==> config.mk <==
export PLATFORM = sky130hd
export DESIGN_NAME = eac_ack_ctrl
export DESIGN_NICKNAME = d
export VERILOG_FILES = /design/src/eac_pkg.sv /design/src/eac_mon_if.sv /design/src/eac_ack_mon.sv /design/src/eac_ack_ctrl.sv
export SDC_FILE = /design/constraint.sdc
export NUM_CORES = 1
export LEC_CHECK = 0
export ABC_AREA = 1
export BUFFER_PORTS_ARGS = -buffer_cell sky130_fd_sc_hd__buf_4
export CAP_MARGIN = 25
export CORE_UTILIZATION = 52
export DETAILED_ROUTE_END_ITERATION = 12
export PLACE_DENSITY = 0.72
export SLEW_MARGIN = 25
export SYNTH_ARGS = -nofsm -noshare
export SYNTH_HDL_FRONTEND = slang
export SYNTH_SLANG_ARGS = --single-unit
export TNS_END_PERCENT = 1
==> constraint.sdc <==
create_clock -name clk_i -period 3.92 [get_ports clk_i]
set_input_delay 0.392 -clock clk_i [delete_from_list [all_inputs] [get_ports clk_i]]
set_output_delay 0.392 -clock clk_i [all_outputs]
set_load 0.05 [all_outputs]
==> src/eac_pkg.sv <==
// constants and types for the acknowledge-driven wait and termination logic
// assumes one system bus clock and configuration that holds still during an access
package eac_pkg;
   // ----------------------------------------------------------------
   // timing
   // ----------------------------------------------------------------
   localparam int TIMEOUT_CYC = 1024;
   localparam int TO_W = 11;
   localparam logic [TO_W-1:0] TO_LAST = 11'(TIMEOUT_CYC - 1);
   localparam logic [5:0] INSENS_BASE = 6'h02;
   localparam logic [5:0] INSENS_MAX = 6'h05;
   // ----------------------------------------------------------------
   // chip selects and field values
   // ----------------------------------------------------------------
   localparam logic [2:0] EDGE_CS = 3'h5;
   localparam logic [2:0] SHARED_CS = 3'h4;
   localparam logic [5:0] EDGE_WAIT_CNT = 6'h3F;
   localparam logic [5:0] ONE_CYC = 6'h01;
   // ----------------------------------------------------------------
   // types
   // ----------------------------------------------------------------
   typedef enum logic [4:0] {
      ST_IDLE = 5'h01,
      ST_ASSERT = 5'h02,
      ST_INSENS = 5'h04,
      ST_ACCESS = 5'h08,
      ST_NEGATE = 5'h10
   } eac_state_type;
   typedef enum logic [2:0] {
      MODE_PLAIN = 3'h1,
      MODE_EDGE = 3'h2,
      MODE_LEVEL = 3'h4
   } eac_mode_type;
endpackage

==> src/eac_mon_if.sv <==
// signals between the access sequencer and the ack monitor
// assumes both ends run on the system bus clock
`timescale 1ns/1ps
`default_nettype none
interface eac_mon_if;
   logic clear;
   logic run;
   logic ack_in;
   logic ack_rise;
   logic timeout;
   modport ctl(output clear, output run, output ack_in, input ack_rise, input timeout);
   modport mon(input clear, input run, input ack_in, output ack_rise, output timeout);
endinterface
`default_nettype wire

==> src/eac_ack_mon.sv <==
// ack edge detector and bus time-out counter
// assumes ack is already synchronous to clk_i
`timescale 1ns/1ps
`default_nettype none
module eac_ack_mon (
   input wire logic clk_i,
   input wire logic rst_i,
   eac_mon_if.mon mon
);
   import eac_pkg::*;
   logic prev_ack_ff;
   logic nxt_prev_ack;
   logic [TO_W-1:0] to_cnt_ff;
   logic [TO_W-1:0] nxt_to_cnt;

   // ----------------------------------------------------------------
   // edge and time-out
   // ----------------------------------------------------------------
   // previous level tracked every cycle, so an edge in the gap is not seen later as a new one
   assign mon.ack_rise = mon.ack_in & ~prev_ack_ff;
   assign mon.timeout = mon.run && (to_cnt_ff == TO_LAST);

   always_comb begin
      nxt_prev_ack = mon.ack_in;
      nxt_to_cnt = to_cnt_ff;
      if (mon.clear) begin
         nxt_to_cnt = '0;
      end else if (mon.run && !mon.timeout) begin
         nxt_to_cnt = to_cnt_ff + 11'h001;
      end
   end

   always_ff @(posedge clk_i) begin
      if (rst_i) begin
         prev_ack_ff <= 1'b1;
         to_cnt_ff <= '0;
      end else begin
         prev_ack_ff <= nxt_prev_ack;
         to_cnt_ff <= nxt_to_cnt;
      end
   end
endmodule
`default_nettype wire

==> src/eac_ack_ctrl.sv <==
// acknowledge-driven access sequencer for one external bus cycle at a time
// assumes req_i is a one-cycle request and config holds stable while busy_o is high
`timescale 1ns/1ps
`default_nettype none
module eac_ack_ctrl (
   input wire logic clk_i,
   input wire logic rst_i,
   input wire logic req_i,
   input wire logic [2:0] cs_index_i,
   input wire logic sync_mode_i,
   input wire logic [5:0] wait_state_count_i,
   input wire logic [3:0] chip_select_assert_delay_i,
   input wire logic [3:0] chip_select_negate_delay_i,
   input wire logic ack_wait_enable_i,
   input wire logic ack_edge_mode_enable_i,
   input wire logic [1:0] ack_insensitivity_time_i,
   input wire logic transfer_ack_input_i,
   output logic busy_o,
   output logic cs_active_o,
   output logic stalled_o,
   output logic done_o,
   output logic bus_error_o
);
   import eac_pkg::*;

   eac_state_type state_ff, nxt_state;
   eac_mode_type mode_ff, nxt_mode;
   logic [5:0] cnt_ff, nxt_cnt;
   logic [5:0] wait_ff, nxt_wait;
   logic [5:0] ins_ff, nxt_ins;
   logic [5:0] gap_ff, nxt_gap;
   logic [2:0] cs_ff, nxt_cs;
   logic busy_ff, nxt_busy;
   logic cs_act_ff, nxt_cs_act;
   logic stall_ff, nxt_stall;
   logic done_ff, nxt_done;
   logic err_ff, nxt_err;
   logic ack;

   eac_mon_if mon_if();

   eac_ack_mon u_mon (
      .clk_i(clk_i),
      .rst_i(rst_i),
      .mon(mon_if.mon)
   );

   // ----------------------------------------------------------------
   // decode helpers
   // ----------------------------------------------------------------
   // state that follows the assert delay
   function automatic eac_state_type after_assert(input eac_mode_type m);
      after_assert = (m == MODE_LEVEL) ? ST_INSENS : ST_ACCESS;
   endfunction

   function automatic logic ack_used(input eac_mode_type m);
      ack_used = (m != MODE_PLAIN);
   endfunction

   assign ack = transfer_ack_input_i;
   assign mon_if.ack_in = ack;
   assign mon_if.clear = (state_ff == ST_IDLE);
   // time-out covers the whole cycle up to termination, not the negate gap
   assign mon_if.run = ack_used(mode_ff) && (state_ff != ST_IDLE)
      && (state_ff != ST_NEGATE);

   // ----------------------------------------------------------------
   // sequencer
   // ----------------------------------------------------------------
   always_comb begin
      nxt_state = state_ff;
      nxt_mode = mode_ff;
      nxt_cnt = cnt_ff;
      nxt_wait = wait_ff;
      nxt_ins = ins_ff;
      nxt_gap = gap_ff;
      nxt_cs = cs_ff;
      nxt_done = 1'b0;
      nxt_err = 1'b0;
      unique case (state_ff)
         ST_IDLE: begin
            if (req_i) begin
               nxt_cs = cs_index_i;
               // sync accesses never look at ack
               if (sync_mode_i) begin
                  nxt_mode = MODE_PLAIN;
               end else if (ack_edge_mode_enable_i && cs_index_i == EDGE_CS) begin
                  nxt_mode = MODE_EDGE;
               end else if (ack_wait_enable_i && !ack_edge_mode_enable_i
                     && cs_index_i != SHARED_CS) begin
                  nxt_mode = MODE_LEVEL;
               end else begin
                  nxt_mode = MODE_PLAIN;
               end
               nxt_wait = (wait_state_count_i == 6'h00) ? ONE_CYC : wait_state_count_i;
               nxt_ins = {4'h0, ack_insensitivity_time_i} + INSENS_BASE;
               nxt_gap = {2'h0, chip_select_negate_delay_i};
               // edge mode always keeps at least one idle gap for the next edge
               if (nxt_mode == MODE_EDGE && nxt_gap == 6'h00) begin
                  nxt_gap = ONE_CYC;
               end
               if (chip_select_assert_delay_i != 4'h0) begin
                  nxt_state = ST_ASSERT;
                  nxt_cnt = {2'h0, chip_select_assert_delay_i};
               end else begin
                  nxt_state = after_assert(nxt_mode);
                  nxt_cnt = (nxt_mode == MODE_LEVEL) ? nxt_ins : nxt_wait;
               end
            end
         end
         ST_ASSERT: begin
            if (cnt_ff <= ONE_CYC) begin
               nxt_state = after_assert(mode_ff);
               nxt_cnt = (mode_ff == MODE_LEVEL) ? ins_ff : wait_ff;
            end else begin
               nxt_cnt = cnt_ff - ONE_CYC;
            end
         end
         ST_INSENS: begin
            // ack is not looked at while the window runs
            if (cnt_ff <= ONE_CYC) begin
               nxt_state = ST_ACCESS;
               nxt_cnt = wait_ff;
            end else begin
               nxt_cnt = cnt_ff - ONE_CYC;
            end
         end
         ST_ACCESS: begin
            if (mode_ff == MODE_EDGE) begin
               if (mon_if.ack_rise) begin
                  nxt_done = 1'b1;
                  nxt_state = ST_NEGATE;
                  nxt_cnt = gap_ff;
               end
            end else if (mode_ff == MODE_LEVEL && !ack) begin
               nxt_cnt = cnt_ff;
            end else if (cnt_ff <= ONE_CYC) begin
               nxt_done = 1'b1;
               nxt_state = (gap_ff == 6'h00) ? ST_IDLE : ST_NEGATE;
               nxt_cnt = gap_ff;
            end else begin
               nxt_cnt = cnt_ff - ONE_CYC;
            end
         end
         ST_NEGATE: begin
            if (cnt_ff <= ONE_CYC) begin
               nxt_state = ST_IDLE;
            end else begin
               nxt_cnt = cnt_ff - ONE_CYC;
            end
         end
      endcase
      // time-out wins over a late ack and aborts at once
      if (mon_if.timeout) begin
         nxt_done = 1'b0;
         nxt_err = 1'b1;
         nxt_state = ST_IDLE;
         nxt_cnt = 6'h00;
      end
      nxt_busy = (nxt_state != ST_IDLE);
      nxt_cs_act = (nxt_state == ST_INSENS) || (nxt_state == ST_ACCESS);
      // next mode, so a stale level mode cannot flag a stall on a new plain access
      nxt_stall = (nxt_state == ST_ACCESS) && (nxt_mode == MODE_LEVEL) && !ack
         && !mon_if.timeout;
   end

   always_ff @(posedge clk_i) begin
      if (rst_i) begin
         state_ff <= ST_IDLE;
         mode_ff <= MODE_PLAIN;
         cnt_ff <= 6'h00;
         wait_ff <= ONE_CYC;
         ins_ff <= INSENS_BASE;
         gap_ff <= 6'h00;
         cs_ff <= 3'h0;
         busy_ff <= 1'b0;
         cs_act_ff <= 1'b0;
         stall_ff <= 1'b0;
         done_ff <= 1'b0;
         err_ff <= 1'b0;
      end else begin
         state_ff <= nxt_state;
         mode_ff <= nxt_mode;
         cnt_ff <= nxt_cnt;
         wait_ff <= nxt_wait;
         ins_ff <= nxt_ins;
         gap_ff <= nxt_gap;
         cs_ff <= nxt_cs;
         busy_ff <= nxt_busy;
         cs_act_ff <= nxt_cs_act;
         stall_ff <= nxt_stall;
         done_ff <= nxt_done;
         err_ff <= nxt_err;
      end
   end

   assign busy_o = busy_ff;
   assign cs_active_o = cs_act_ff;
   assign stalled_o = stall_ff;
   assign done_o = done_ff;
   assign bus_error_o = err_ff;

   // ----------------------------------------------------------------
   // checks
   // ----------------------------------------------------------------
   // helper: length of the insensitivity window just spent
   logic [5:0] ins_len_ff;
   logic [5:0] nxt_ins_len;
   always_comb begin
      nxt_ins_len = 6'h00;
      if (state_ff == ST_INSENS) begin
         nxt_ins_len = ins_len_ff + ONE_CYC;
      end
   end
   always_ff @(posedge clk_i) begin
      if (rst_i) begin
         ins_len_ff <= 6'h00;
      end else begin
         ins_len_ff <= nxt_ins_len;
      end
   end
endmodule
`default_nettype wire

# Word-level counts from Yosys, hierarchy flattened
# Cells that the tools add are included.
word_totals:
  register_bits: 49
  wordCells: 108
op_classes:
  addsub: 3
  order_cmp: 1
  n_eq_ne: 23
  muxes: 40
  n_bitwise: 3
  n_reduce_logical: 25
op_table:
  columns: ["cell", "count"]
  rows:
  - ["two-way mux 6 bit", 12]
  - ["two-way mux 5 bit", 10]
  - ["one-hot mux 6 bit (5 select lines)", 1]
  - ["one-hot mux 5 bit (5 select lines)", 1]
  - ["two-way mux 3 bit", 7]
  - ["two-way mux 4 bit", 4]
  - ["== test 3 bit, second input constant", 4]
  - ["logical AND 1 bit", 12]
  - ["logical NOT 6 bit", 2]
  - ["adder 11 x 1 -> 11 bit, second input constant", 1]
  - ["== test 11 x 10 -> 1 bit, second input constant", 1]
  - ["== test 5 x 3 -> 1 bit, second input constant", 2]
  - ["== test 5 x 4 -> 1 bit, second input constant", 2]
  - ["!= test 5 x 1 -> 1 bit, second input constant", 2]
  - ["!= test 3 bit, second input constant", 3]
  - ["== test 3 x 2 -> 1 bit, second input constant", 2]
  - ["less-or-equal comparator 6 x 1 -> 1 bit, second input constant", 1]
  - ["subtractor 6 x 1 -> 6 bit, second input constant", 1]
  - ["== test 5 x 1 -> 1 bit, second input constant", 1]
  - ["== test 5 x 2 -> 1 bit, second input constant", 1]
  - ["== test 5 bit, second input constant", 1]
  - ["two-way mux 1 bit", 5]
  - ["!= test 5 bit, second input constant", 1]
  - ["logical NOT 4 bit", 1]
  - ["other kinds (12)", 17]

# Longest topological paths before layout
depth:
  depth_word: 18
  ltp_mapped: 14

# Modules after synthesis
# From an unflattened synthesis, not the netlist that was laid out.
hier_totals:
  hier_cells: 428
  hier_area_um2: 2800.2
modules_own_cells:
  columns: ["module", "instances", "cells_per_inst", "area_each_um2"]
  rows:
  - ["eac_ack_ctrl", 1, 334, 2132.0]
  - ["eac_ack_mon", 1, 94, 668.1]

# Least setup slack after synthesis
# No wires, ideal clock.
synth_path:
  path_kind: "register -> register"
  from: "register cnt_ff[0]"
  to: "register cnt_ff[1]"
  arrival_time_ns: 1.595
  required_time_ns: 3.811
  path_slack_ns: 2.216
  path_stages_with_launch: 14
  n_path_buf: 1
  period_less_slack_ns: 1.704
  path_cell_list: "dfxtp_1 > inv_1 > ha_1 > nor2_1 > inv_1 > nand3_1 > buf_2 > nand2_1 > o21ai_0 > nand2_1 > nor2_1 > nand3_1 > nand2_1 > inv_1"
synth_between:
  elab_chain_len: 5
synth_lines:
  columns: ["element", "line", "rtl"]
  rows:
  - ["start: declaration", "eac_ack_ctrl.sv:28", "logic [5:0] cnt_ff, nxt_cnt;"]
  - ["start signal: assignment", "eac_ack_ctrl.sv:184", "cnt_ff <= nxt_cnt;"]
  - ["subtractor 6 x 1 -> 6 bit / less-or-equal comparator 6 x 1 -> 1 bit (equally long branches)", null, null]
  - ["two-way mux 6 bit", "eac_ack_ctrl.sv:137", "end else if (cnt_ff <= ONE_CYC) begin"]
  - ["two-way mux 6 bit", "eac_ack_ctrl.sv:135", "end else if (mode_ff == MODE_LEVEL && !ack) begin"]
  - ["two-way mux 6 bit", "eac_ack_ctrl.sv:129", "if (mode_ff == MODE_EDGE) begin"]
  - ["one-hot mux 6 bit (5 select lines)", "eac_ack_ctrl.sv:80", "unique case (state_ff)"]
# Parallel ways exist; a longest one is shown, timed or not. The select of a mux whose other input is x is not followed.
# A chain may end at the register's enable or synchronous reset.

# Final worst setup path
layout_path:
  from: "register cnt_ff[0]"
  to: "register cnt_ff[0]"
# Same word-level chain as after synthesis.

==> out/results.ini <==
[outcome]
outcome=completed

[critical_path]
worstPathArrival_ps=2490
startpoint=cnt_ff[0]
worstSetupEndpointType=flop
crit_fanout=11
worst_setup_path_start_kind=flop
path_delay_family=simple AND/OR/NAND/NOR gates
max_stage_delay_ps=430
cp_slowest_cell=dfxtp_1
critPathKind=reg -> reg
rrSetupSlack_ps=1670
rr_worst_depth=13
cp_common_cell=nor2_1
crit_chain=inv_1 > ha_1 > nor2_1 > inv_1 > nand3_1 > nor2_1 > inv_2 > o21ai_2 > nor2_2 > inv_2 > nor2_1 > nand2_1 > a21oi_1
r2r_start=cnt_ff[0]
r2r_end=cnt_ff[0]
cp.required_ps=4160
crit_buf_inv=4

[floorplanning]
die_w_microns=75.1
ioPinCount=31
start_util_pct=54.0
chipHeight_microns=75.1
die_area_sq_um=5640
core_sq_um=5140
rows=26

[drt]
vias=2820
post-route-drc-count=0
antenna_left=0
vias_per_cell=5.23
wl_mm=7.23
drtPass1Iterations=5
drt_iter0_markers=173
routedWlPerCell_microns=13.4

[sta]
hold_violations=0
setup_tns_ps=0
fin_skew_ps=5.94
final.min_clock_period_ps=2250
slew_headroom_pct=51.9
tightest_slew_ps=719
grt_setup_unrepaired=no
drv_slew=0
fmax_mhz=444
setup_violations=0
post-route-period-util_pct=57.4

[power]
pwr-share-comb_pct=47.8
power.share.sequential_pct=36.3
p_sw_share_pct=46.2
p_leak_uw=0.00140
ir_drop_mv=0.326
p_int_uw=926
p_total_uw=1720
powerDensity_nw_per_um2=551
p_sw_uw=795
p_clk_share_pct=15.9

[grt]
antenna_found_initial=0
grt_overflow_total=0
grt_pass1_vias=2406
grt_max_degree=21
grt_pass1_wl_mm=11.6
grt_usage_pct=27.5

[finish]
areaGrowthSynthToFinish_pct=12.6
nNetsFinal=498
drive_above_1_share_pct=15.4
antennaDiodeCount=0
nFillCells=538

[logic_synthesis]
synth_top_area_cell=dfxtp_1
synth_area_leaders=dfxtp_1 (32%), nand2_1 (14%), nor2_1 (8.1%), inv_1 (7.2%), nand3_1 (5.9%)
synth_area_sq_um=2780
synth_top_area_share_pct=31.7
syn_inst=439
synth_cell_types=35
syn_nets=468
synth-seq-cells=44
ys_seq_area_share_pct=31.7
yosys_warnings=0
syn_area_per_cell_sq_um=6.32

[clocking]
ctsResizeCount=0
postCtsSetupBuffers=0
cts_tree=done
clock-sinks=44
clk_pin_slew_ps=80
cts_htree_levels=2
cts_root_buffer=clkbuf_8
cts_buffers=5
clock_latency_ps=300
cts_hold_buf=0
clockBufferDepth=2

[worst_hold_path]
whs_endpoint=u_mon.prev_ack_ff
whs_path_depth=3
min_path_type=in -> reg
hold_start=transfer_ack_input_i

[place]
port_buffers=30
hpwl_mm=5.73
gp_congestion=0.914

[run]
drv_cap=0

[tightest hold or removal path: cells and delay by family]
family | cells | cell delay [ps]
buffers and inverters | 2 | 130
and+or+nand+nor | 1 | 70
[power by group through the flow]
stage | Clock, uW | Combinational, uW | Sequential, uW
after global routing | 294 | 930 | 638
after CTS | 279 | 815 | 623
after global placement | 0 | 803 | 633
after detailed placement | 0 | 809 | 634
final | 274 | 822 | 625
after floorplan | 0 | 627 | 637
[placed cells by master (no fill, tap or decap), types with 4 or more instances in the layout]
cell type | netlist | final
nor2_4 | 5 | 5
nor2_2 | 6 | 6
inv_1 | 53 | 53
nor2_1 | 60 | 60
nand3_1 | 33 | 33
a21oi_1 | 30 | 30
nand4_1 | 6 | 6
nor3_1 | 12 | 12
o21ai_0 | 24 | 24
a211oi_1 | 4 | 4
clkbuf_8 | 0 | 5
dfxtp_1 | 44 | 44
inv_2 | 7 | 7
nand2_1 | 106 | 106
nand3_2 | 5 | 5
buf_4 | 1 | 30
nand2_2 | 7 | 7
xnor2_1 | 4 | 4
[routing by layer]
layer  vias up  wire length [microns]  GRT usage [%]
met4         0                     89           8.39
met2        94                   3330           43.9
met3        10                    492           5.89
met1      1249                   3310           37.1
li1       1467                      -              -
met5         -                      0              0
[metrics by stage]
| step | cell area [sq um] | util [%] | instances | setup WS (ps) | hold slack (ps) |
|---|---|---|---|---|---|
| floorplan | 2780 | - | 439 | 2220 | 424 |
| detailed placement | 3050 | 59.3 | 532 | 1730 | 451 |
| global route | 3130 | 60.8 | 539 | 1400 | 335 |
| finish | 3130 | 60.8 | 539 | 1670 | 325 |
| global placement | 3050 | 59.3 | 532 | 1780 | 445 |
| CTS | 3130 | 60.8 | 539 | 1700 | 321 |
[registers in the layout, summed over array words and instances (netlist names), 3 cells and up]
register,flops
cnt_ff,6
gap_ff,4
ins_ff,3
mode_ff,3
state_ff,5
u_mon.to_cnt_ff,11
wait_ff,6
[worst max path at each step]
stage | end | slack (ps) | cells after the start
6_report | cnt_ff[0] | 1670 | 13
5_1_grt | cnt_ff[3] | 1400 | 12
4_1_cts | cnt_ff[0] | 1700 | 13
3_5_place_dp | cnt_ff[0] | 1730 | 13
3_3_place_gp | cnt_ff[0] | 1780 | 13
2_1_floorplan | cnt_ff[1] | 2220 | 13
[cell usage after synthesis (all sizes together)]
cell type,number
ha,3
a22oi,1
a211oi,4
dfxtp,44
nor2,71
inv,60
nor3,12
o211ai,3
a21oi,31
clkbuf,2
a31oi,2
nand3b,2
nand4,7
a31o,1
xor2,3
clkinv,1
nand3,38
o21a,2
nand2,113
buf,5
xnor2,4
o21ai,25
o31ai,2
or2,3
[layout make-up]
cell class | instances | area (sq um) | share of cell area (%)
Multi-Input combinational cell | 327 | 1630 | 52.0
Clock inverter | 1 | 5.00 | 0.160
Inverter | 61 | 229 | 7.33
Clock buffer | 6 | 72.6 | 2.32
Sequential cell | 44 | 881 | 28.2
Tap cell | 70 | 87.6 | 2.80
Timing Repair Buffer | 30 | 225 | 7.21
[logic make-up (layout without fill, tap and decap cells)]
kind of cell,after synthesis,after routing,share of synthesized area (%)
simple gates,246,246,40.3
compound gates,71,71,14.6
buf+inv,68,98,9.73
flops,44,44,31.7
xor+xnor,7,7,2.21
fa+ha+maj,3,3,1.35
Power figures use the tool's default switching activity.
